<file path="config.mk">
export PLATFORM = sky130hd
export DESIGN_NAME = mfc_top
export DESIGN_NICKNAME = d
export VERILOG_FILES = /design/src/verilog/mfc_pkg.sv /design/src/verilog/mfc_top.sv
export SDC_FILE = /design/constraint.sdc
export NUM_CORES = 1
export LEC_CHECK = 0
export ABC_AREA = 0
export ABC_CLOCK_PERIOD_IN_PS = 2900
export BUFFER_PORTS_ARGS = -buffer_cell sky130_fd_sc_hd__buf_4
export CAP_MARGIN = 20
export CORE_ASPECT_RATIO = 1.2
export CORE_MARGIN = 2
export CORE_UTILIZATION = 55
export CTS_CLUSTER_DIAMETER = 100
export DETAILED_ROUTE_END_ITERATION = 16
export PLACE_DENSITY = 0.79
export SYNTH_ARGS = -nofsm -noshare
export SYNTH_HDL_FRONTEND = slang
export SYNTH_SLANG_ARGS = --single-unit
</file>
<file path="constraint.sdc">
create_clock -name clk -period 2.9 [get_ports clk]
set_input_delay 0.145 -clock clk [delete_from_list [all_inputs] [get_ports clk]]
set_output_delay 0.145 -clock clk [all_outputs]
set_load 0.01 [all_outputs]
</file>
<file path="src/verilog/mfc_pkg.sv">
`default_nettype none
// Shared constants and carriers for the monitor and fault configuration block.
package mfc_pkg;
  // Register addresses on the configuration port.
  localparam logic [7:0] MFC_ADDR_REF_PHASE = 8'h2F;
  localparam logic [7:0] MFC_ADDR_CH_SHUT = 8'h30;
  // Reset values of both registers.
  localparam logic [15:0] MFC_RST_REF_PHASE = 16'h0000;
  localparam logic [15:0] MFC_RST_CH_SHUT = 16'h20BB;
  // Writable bit masks; every other bit is reserved and reads as zero.
  localparam logic [15:0] MFC_MASK_REF_PHASE = 16'h381F;
  localparam logic [15:0] MFC_MASK_CH_SHUT = 16'h20FF;
  // Field positions in the reference and phase register.
  localparam int MFC_BIT_SDO_LVL = 13;
  localparam int MFC_BIT_REF_LVL = 12;
  localparam int MFC_BIT_REF_MODE = 11;
  localparam int MFC_BIT_PH_DG = 4;
  localparam int MFC_BIT_PH_MODE = 3;
  localparam int MFC_BIT_PH_EN = 2;
  localparam int MFC_BIT_PH_BUF = 1;
  localparam int MFC_BIT_PH_TH = 0;
  // Field positions in the channel shutdown register.
  localparam int MFC_BIT_ALL_CHANNEL_SHUTDOWN = 13;
  localparam int MFC_HS_MSB = 7;
  localparam int MFC_HS_LSB = 4;
  localparam int MFC_LS_MSB = 3;
  localparam int MFC_LS_LSB = 0;
  // Timing figures and their cycle counts at the core clock.
  localparam int MFC_CLK_HZ = 10_000_000;
  localparam int MFC_DEGLITCH_NS = 1000;
  localparam int MFC_SETTLE_NS = 5000;
  localparam int MFC_DEGLITCH_CYC = (MFC_DEGLITCH_NS * (MFC_CLK_HZ / 1_000_000) + 999) / 1000;
  localparam int MFC_SETTLE_CYC = (MFC_SETTLE_NS * (MFC_CLK_HZ / 1_000_000) + 999) / 1000;
  localparam int MFC_CNT_W = 8;
  // Number of half-bridge channels.
  localparam int MFC_NCH = 3;
  // Per-channel fault events from the protection monitors.
  typedef struct packed {
    logic [2:0] drain;
    logic [2:0] gate;
    logic [2:0] shunt;
  } mfc_fault_t;
  // Decoded threshold selections handed to the analog monitors.
  typedef struct packed {
    logic sdo_level;
    logic ref_level;
    logic phase_threshold;
    logic [3:0] high_side_drain_threshold;
    logic [3:0] low_side_drain_threshold;
  } mfc_thresh_t;
  // Phase comparator enable states.
  typedef enum logic [2:0] {
    MFC_PH_OFF = 3'b001,
    MFC_PH_SETTLE = 3'b010,
    MFC_PH_READY = 3'b100
  } mfc_ph_state_t;
endpackage
`default_nettype wire

</file>
<file path="src/verilog/mfc_top.sv">
// What this block does
// - Level bit picks 3.3V or 5V reference thresholds.
// - Mode bit makes reference events warnings or faults.
// - Deglitch bit adds 1us filter before phase pin.
// - Report mode also drives secondary fault pin low.
// - Comparator disabled means phase outputs and status invalid.
// - Buffer enable drives pins and forces low-side inputs.
// - Threshold bit picks 75/25 or 50 percent.
// - Single mode pulls faulty bridge, faults when all.
// - All-channel mode stops all, faults, clears enable.
// - High-side drain threshold at bits 7-4, reset B.
// - Low-side drain threshold at bits 3-0, same coding.
`timescale 1ns/1ps
`default_nettype none
module mfc_top (
  // Clock and reset.
  input wire logic clk,
  input wire logic nrst,
  // Register port from the serial interface logic.
  input wire logic reg_wr,
  input wire logic reg_rd,
  input wire logic [7:0] reg_addr,
  input wire logic [15:0] reg_wdata,
  output logic [15:0] reg_rdata,
  output logic reg_rvalid,
  output logic reg_err,
  // Fault clear and driver enable handshake.
  input wire logic fault_clear_bit,
  input wire logic driver_enable_bit,
  output logic driver_enable_clear,
  // Monitor events, already in this clock domain.
  input wire mfc_pkg::mfc_fault_t fault_in,
  input wire logic ref_uv_event,
  input wire logic ref_ov_event,
  input wire logic [2:0] phase_fault_event,
  // Raw analog comparator results.
  input wire logic [2:0] phase_comp_raw,
  // Low-side PWM pins and their gated copies.
  input wire logic [2:0] low_side_pwm_input,
  output logic [2:0] low_side_pwm_gated,
  // Settings handed to the analog monitors.
  output mfc_pkg::mfc_thresh_t thresh,
  output logic phase_comp_on,
  // Monitor results.
  output logic ref_warning,
  output logic ref_fault,
  output logic [2:0] phase_status,
  output logic phase_valid,
  // Half-bridge shutdown controls.
  output logic [2:0] hb_pulldown,
  output logic hb_semi_active,
  // Open-drain and three-state pins, enable low while driving.
  output logic [2:0] phase_out_pin_o,
  output logic [2:0] phase_out_pin_oe_n,
  output logic fault_pin_n_o,
  output logic fault_pin_n_oe_n,
  output logic secondary_fault_pin_n_o,
  output logic secondary_fault_pin_n_oe_n
);
  import mfc_pkg::*;

  // Stored register contents.
  logic [15:0] ref_phase_reg;
  logic [15:0] ch_shut_reg;
  // Synchronised copies of pin inputs.
  logic [2:0] comp_s1_reg, comp_s2_reg;
  logic [2:0] pwm_s1_reg, pwm_s2_reg;
  // Filtered comparator result.
  logic [2:0] comp_filt_reg;
  // Settle timer state.
  mfc_ph_state_t ph_state_reg;
  logic [MFC_CNT_W-1:0] settle_cnt_reg;
  // Latched per-channel protection faults.
  logic [2:0] ch_fault_reg;
  logic [2:0] ch_fault_next;

  // Decodes an address into the stored value it reads.
  function automatic logic [15:0] mfc_read(input logic [7:0] a, input logic [15:0] r5,
                                           input logic [15:0] r6);
    if (a == MFC_ADDR_REF_PHASE) begin
      mfc_read = r5;
    end else if (a == MFC_ADDR_CH_SHUT) begin
      mfc_read = r6;
    end else begin
      mfc_read = 16'h0000;
    end
  endfunction

  // Field aliases for readability.
  logic ph_en, ph_buf, ph_dg, ph_mode, ref_mode, all_channel_shutdown;
  assign ph_en = ref_phase_reg[MFC_BIT_PH_EN];
  assign ph_buf = ref_phase_reg[MFC_BIT_PH_BUF];
  assign ph_dg = ref_phase_reg[MFC_BIT_PH_DG];
  assign ph_mode = ref_phase_reg[MFC_BIT_PH_MODE];
  assign ref_mode = ref_phase_reg[MFC_BIT_REF_MODE];
  assign all_channel_shutdown = ch_shut_reg[MFC_BIT_ALL_CHANNEL_SHUTDOWN];

  // Register writes; only writable bits are stored.
  always_ff @(posedge clk or negedge nrst) begin
    if (!nrst) begin
      ref_phase_reg <= MFC_RST_REF_PHASE;
      ch_shut_reg <= MFC_RST_CH_SHUT;
    end else if (reg_wr) begin
      if (reg_addr == MFC_ADDR_REF_PHASE) begin
        ref_phase_reg <= reg_wdata & MFC_MASK_REF_PHASE;
      end else if (reg_addr == MFC_ADDR_CH_SHUT) begin
        ch_shut_reg <= reg_wdata & MFC_MASK_CH_SHUT;
      end
    end
  end

  // Register reads answer one cycle later; other addresses flag an error.
  always_ff @(posedge clk or negedge nrst) begin
    if (!nrst) begin
      reg_rdata <= 16'h0000;
      reg_rvalid <= 1'b0;
      reg_err <= 1'b0;
    end else begin
      reg_rvalid <= reg_rd;
      if (reg_rd) begin
        reg_rdata <= mfc_read(reg_addr, ref_phase_reg, ch_shut_reg);
        reg_err <= (reg_addr != MFC_ADDR_REF_PHASE) && (reg_addr != MFC_ADDR_CH_SHUT);
      end else begin
        reg_err <= 1'b0;
      end
    end
  end

  // Threshold settings to the analog monitors.
  always_ff @(posedge clk or negedge nrst) begin
    if (!nrst) begin
      thresh <= '0;
      phase_comp_on <= 1'b0;
    end else begin
      thresh.sdo_level <= ref_phase_reg[MFC_BIT_SDO_LVL];
      thresh.ref_level <= ref_phase_reg[MFC_BIT_REF_LVL];
      thresh.phase_threshold <= ref_phase_reg[MFC_BIT_PH_TH];
      thresh.high_side_drain_threshold <= ch_shut_reg[MFC_HS_MSB:MFC_HS_LSB];
      thresh.low_side_drain_threshold <= ch_shut_reg[MFC_LS_MSB:MFC_LS_LSB];
      phase_comp_on <= ph_en;
    end
  end

  // Reference monitor: events become warnings or faults, cleared by fault clear.
  always_ff @(posedge clk or negedge nrst) begin
    if (!nrst) begin
      ref_warning <= 1'b0;
      ref_fault <= 1'b0;
    end else begin
      // warning or fault mode, set wins over clear.
      if ((ref_uv_event || ref_ov_event) && !ref_mode) begin
        ref_warning <= 1'b1;
      end else if (fault_clear_bit) begin
        ref_warning <= 1'b0;
      end
      if ((ref_uv_event || ref_ov_event) && ref_mode) begin
        ref_fault <= 1'b1;
      end else if (fault_clear_bit) begin
        ref_fault <= 1'b0;
      end
    end
  end

  // Two-stage synchronisers for comparator and PWM pins.
  always_ff @(posedge clk or negedge nrst) begin
    if (!nrst) begin
      comp_s1_reg <= 3'h0;
      comp_s2_reg <= 3'h0;
      pwm_s1_reg <= 3'h0;
      pwm_s2_reg <= 3'h0;
    end else begin
      comp_s1_reg <= phase_comp_raw;
      comp_s2_reg <= comp_s1_reg;
      pwm_s1_reg <= low_side_pwm_input;
      pwm_s2_reg <= pwm_s1_reg;
    end
  end

  // Per-channel deglitch filter: the output follows only a stable input.
  generate
    for (genvar i = 0; i < MFC_NCH; i++) begin : g_dg
      logic [MFC_CNT_W-1:0] dg_cnt_reg;
      always_ff @(posedge clk or negedge nrst) begin
        if (!nrst) begin
          dg_cnt_reg <= '0;
          comp_filt_reg[i] <= 1'b0;
        end else if (!ph_dg || comp_s2_reg[i] == comp_filt_reg[i]) begin
          dg_cnt_reg <= '0;
          comp_filt_reg[i] <= comp_s2_reg[i];
        end else if (dg_cnt_reg == MFC_CNT_W'(MFC_DEGLITCH_CYC - 1)) begin
          dg_cnt_reg <= '0;
          comp_filt_reg[i] <= comp_s2_reg[i];
        end else begin
          dg_cnt_reg <= dg_cnt_reg + MFC_CNT_W'(1);
        end
      end
    end
  endgenerate

  // Settle timer after comparator enable; disable returns to off at once.
  always_ff @(posedge clk or negedge nrst) begin
    if (!nrst) begin
      ph_state_reg <= MFC_PH_OFF;
      settle_cnt_reg <= '0;
    end else begin
      case (ph_state_reg)
        MFC_PH_OFF: begin
          settle_cnt_reg <= '0;
          if (ph_en) begin
            ph_state_reg <= MFC_PH_SETTLE;
          end
        end
        MFC_PH_SETTLE: begin
          if (!ph_en) begin
            ph_state_reg <= MFC_PH_OFF;
          end else if (settle_cnt_reg == MFC_CNT_W'(MFC_SETTLE_CYC - 1)) begin
            ph_state_reg <= MFC_PH_READY;
          end else begin
            settle_cnt_reg <= settle_cnt_reg + MFC_CNT_W'(1);
          end
        end
        MFC_PH_READY: begin
          if (!ph_en) begin
            ph_state_reg <= MFC_PH_OFF;
          end
        end
        default: begin
          ph_state_reg <= MFC_PH_OFF;
        end
      endcase
    end
  end

  // Phase status and pins; everything is held invalid while disabled.
  always_ff @(posedge clk or negedge nrst) begin
    if (!nrst) begin
      phase_status <= 3'h0;
      phase_valid <= 1'b0;
      phase_out_pin_o <= 3'h0;
      phase_out_pin_oe_n <= 3'h7;
      secondary_fault_pin_n_o <= 1'b1;
      secondary_fault_pin_n_oe_n <= 1'b1;
    end else begin
      phase_valid <= (ph_state_reg == MFC_PH_READY) && ph_en;
      if (!ph_en) begin
        phase_status <= 3'h0;
      end else if (ph_state_reg == MFC_PH_READY) begin
        phase_status <= phase_status | phase_fault_event;
      end else if (fault_clear_bit) begin
        phase_status <= 3'h0;
      end
      if (fault_clear_bit && ph_en && ph_state_reg == MFC_PH_READY) begin
        phase_status <= phase_fault_event;
      end
      phase_out_pin_o <= (ph_buf && ph_en) ? comp_filt_reg : 3'h0;
      phase_out_pin_oe_n <= ph_buf ? 3'h0 : 3'h7;
      secondary_fault_pin_n_o <= 1'b0;
      secondary_fault_pin_n_oe_n <= !(ph_mode && ph_en && (|phase_status));
    end
  end

  // Low-side PWM inputs are forced low while the phase buffer is on.
  always_ff @(posedge clk or negedge nrst) begin
    if (!nrst) begin
      low_side_pwm_gated <= 3'h0;
    end else begin
      low_side_pwm_gated <= ph_buf ? 3'h0 : pwm_s2_reg;
    end
  end

  // Next channel fault latch; a new fault wins over a clear.
  always_comb begin
    ch_fault_next = ch_fault_reg;
    if (fault_clear_bit) begin
      ch_fault_next = 3'h0;
    end
    ch_fault_next = ch_fault_next | fault_in.drain | fault_in.gate | fault_in.shunt;
  end

  // Shutdown policy for protection faults.
  always_ff @(posedge clk or negedge nrst) begin
    if (!nrst) begin
      ch_fault_reg <= 3'h0;
      hb_pulldown <= 3'h0;
      hb_semi_active <= 1'b0;
      fault_pin_n_o <= 1'b1;
      fault_pin_n_oe_n <= 1'b1;
      driver_enable_clear <= 1'b0;
    end else begin
      ch_fault_reg <= ch_fault_next;
      fault_pin_n_o <= 1'b0;
      if (all_channel_shutdown) begin
        hb_pulldown <= (|ch_fault_next) ? 3'h7 : 3'h0;
        hb_semi_active <= |ch_fault_next;
        fault_pin_n_oe_n <= !(|ch_fault_next);
        driver_enable_clear <= (|ch_fault_next) && driver_enable_bit;
      end else begin
        hb_pulldown <= ch_fault_next;
        hb_semi_active <= 1'b0;
        fault_pin_n_oe_n <= !(&ch_fault_next);
        driver_enable_clear <= 1'b0;
      end
    end
  end
endmodule
`default_nettype wire

</file>
==> flow_summary_export.csv <==
group,metric,value,unit
final_layout,final_area,0.00612,mm²
setup_path,critPathMaxFanout,5,
routing,drt-wirelength-per-cell,17.3,µm
timing,setup_viol,0,
yosys,yosys.area.top_type,"dfrtp_1",
final_layout,antenna_cells,0,
placed_design,gp_congestion,0.760,
final_layout,multiInputGateArea,0.00147,mm²
setup_path,r2r_slack,880,ps
floorplan,dieWidth,86.5,µm
setup_path,cp_slowest_stage_delay,570,ps
setup_path,crit_family,"buffers and inverters",
yosys,synth_common_cells,"dfrtp_1 (104), nor2_1 (31), mux2_2 (20)",
grt,grt_pass1_wl,16100,µm
timing,slew_violations,0,
yosys,synth-async-reset-ratio,1.00,
grt,overflow,0,
routing,wl_met3,708,µm
yosys,syn_area_per_cell,13.0,µm²
timing,relSlewSlack,0.496,
final_layout,largest_reg_flops,24,
timing,period_share,0.709,
power,p_per_area,620,mW/mm²
run_status,outcome,"finished clean",
floorplan,die_area,0.00890,mm²
routing,first_iter_violations,177,
power,cellLeakagePower,0.00298,µW
routing,met1_length,3920,µm
timing,period_needed,2060,ps
timing,final_hold_viol_count,0,
timing,clock.fmax,487,MHz
grt,grt_pass1_vias,3327,
timing,worstMarginPinSlew,756,ps
yosys,ys_seq_area_frac,0.650,
yosys,synth_area_leaders,"dfrtp_1 (58%), dfstp_2 (7.0%), mux2_2 (5.0%)",
routing,routed_via_density,5.48,
yosys,yosysWarnings,0,
clocking,cts.path.max_buffers,2,
floorplan,die_y,103,µm
routing,dr.pass1.iters,5,
job,maxCapViolations,0,
setup_path,required,3290,ps
clocking,cts_sinks,116,
final_layout,syn2layout_area_growth,36.3,%
yosys,synth_top_area_frac,0.580,
yosys,synth_edf_count,0,
routing,top_layer,"met4",
power,irDropWorstVdd,0.425,mV
setup_path,crit_path_frequent_cell,"dlygate4sd3_1",
clocking,htree_levels,4,
timing,fin_setup_tns,0,ps
clocking,worstSkewPairLatency,510,ps
setup_path,start_kind,"input pin",
placed_design,numPortBuffers,93,
routing,wl_met2,5320,µm
final_layout,layout.nets,539,
yosys,synthCells,344,
placed_design,place_area,0.00527,mm²
setup_path,slowest_stage,"dlygate4sd3_1",
yosys,netlist_area,0.00449,mm²
floorplan,start_util,0.560,
clocking,cts_tree,"yes",
routing,drc,0,
timing,rsz0062_at_grt,"no",
setup_path,path_cells,"dlygate4sd3_1, buf_4, nor3_1, dlygate4sd3_1, o21ai_0, o31a_1, or2_2",
placed_design,hpwl,5850,µm
grt,antenna_found_initial,0,
routing,antenna_left,0,
setup_path,cp.arrival,2440,ps
setup_path,end_kind,"register",
clocking,cts_root_buffer,"clkbuf_8",
routing,vias,3214,
grt,grt_usage,0.244,
worst_hold_path,hold_path.class,"in2reg",
grt,grt_max_degree,63,
floorplan,top_level_ports,104,
yosys,synthMostInstantiatedCell,"dfrtp_1",
setup_path,critPathKind,"in2reg",
clocking,path_clk_slew,60,ps
setup_path,worst-path-buf-inv,3,
timing,clock_skew,9.18,ps
final_layout,drive_gt1_frac,0.320,
yosys,synth_ff_type,"dfrtp_1",
yosys,yosys.cell_types.count,44,
floorplan,core,0.00802,mm²
clocking,cts_inserted_buffers,17,
floorplan,rows,36,
final_layout,n_fill_cell,471,
yosys,synth.ff_latch_count,116,
final_layout,seq_area,0.00292,mm²
routing,wl,10100,µm
clocking,cts.repair.resized,0,
-- worst paths after layout --
check | start | endpoint | cells after the start
max in group asynchronous | nrst | ch_shut_reg[5] | 3
min reg2reg | pwm_s1_reg[0] | pwm_s2_reg[0] | 0
max reg2reg | settle_cnt_reg[1] | ph_state_reg[2] | 6
min in group asynchronous | nrst | g_dg[2].dg_cnt_reg[4] | 2
min | fault_in[5] | ch_fault_reg[2] | 3
max | fault_in[1] | hb_pulldown[0] | 7
-- layer usage --
| layer | vias to the layer above | GRT usage |
|---|---|---|
| met3 | 20 | 0.0985 |
| li1 | 1451 | - |
| met4 | 0 | 0.0889 |
| met2 | 130 | 0.415 |
| met5 | - | 0 |
| met1 | 1613 | 0.279 |
-- cell families after synthesis --
| family | share of synthesized area |
|---|---|
| buffers and inverters | 0.0276 |
| adders and majority gates | 0.0223 |
| and+or+nand+nor | 0.126 |
| xor gates and xnor gates | 0.0449 |
| muxes | 0.0569 |
| AOI/OAI and AO/OA | 0.0717 |
| DFF | 0.650 |
| other | 0.000836 |
-- cells in the final DEF, fill, tap and decap left out, types with 3 or more instances in the layout --
cell type	n
clkbuf_16	16
and3_1	14
clkinv_2	5
buf_4	93
dfrtp_1	104
mux2_2	20
nand3_1	18
dlygate4sd3_1	32
a221o_1	6
a22o_1	9
ha_1	8
conb_1	6
nand2b_1	3
nor2b_1	10
nand2_1	12
mux2i_1	3
dfstp_2	12
xnor2_1	5
nor2_1	31
and2_1	3
o21ai_0	9
clkbuf_8	5
xor2_1	18
nand4_1	3
nor3_1	4
inv_1	12
-- cell type report --
cell class / count / share of cell area
well taps: 95 / 0.0194
inverters: 12 / 0.00736
repair buffers: 126 / 0.170
clock buffers: 23 / 0.0779
clock inverters: 6 / 0.00900
flip-flops and latches: 116 / 0.477
multi-input cells: 208 / 0.240
-- worst min-delay path, delay by kind of cell --
kind | cells | cell delay, ps
buffers and inverters | 1 | 80
AND/OR/NAND/NOR | 1 | 40
AO/OA/AOI/OAI | 1 | 190
-- what timing repair did --
item / CTS / global route
endpoints found under the setup margin: 0 / 0
hold buffers: 32 / 0
hold endpoints to repair: 90 / 0
buffers inserted: 0 / 0
-- power breakdown --
group / switching, µW / internal, µW
sequential: 31.5 / 1670
combinational: 101 / 118
clock: 670 / 1200
total: 803 / 2990
-- per-stage QoR --
step / total power [µW] / hold slack [ps] / std cells / setup WS, ps / utilization
5_1_grt: 3910 / 29.2 / 586 / 726 / 0.763
3_5_place_dp: 1910 / 256 / 525 / 935 / 0.657
3_3_place_gp: 1900 / 255 / 525 / 972 / 0.657
6_report: 3790 / 7.66 / 586 / 845 / 0.763
2_1_floorplan: 1780 / -151 / 349 / 1050 / -
4_1_cts: 3800 / 1.40 / 586 / 918 / 0.763
(Power assumes the default switching activity.)
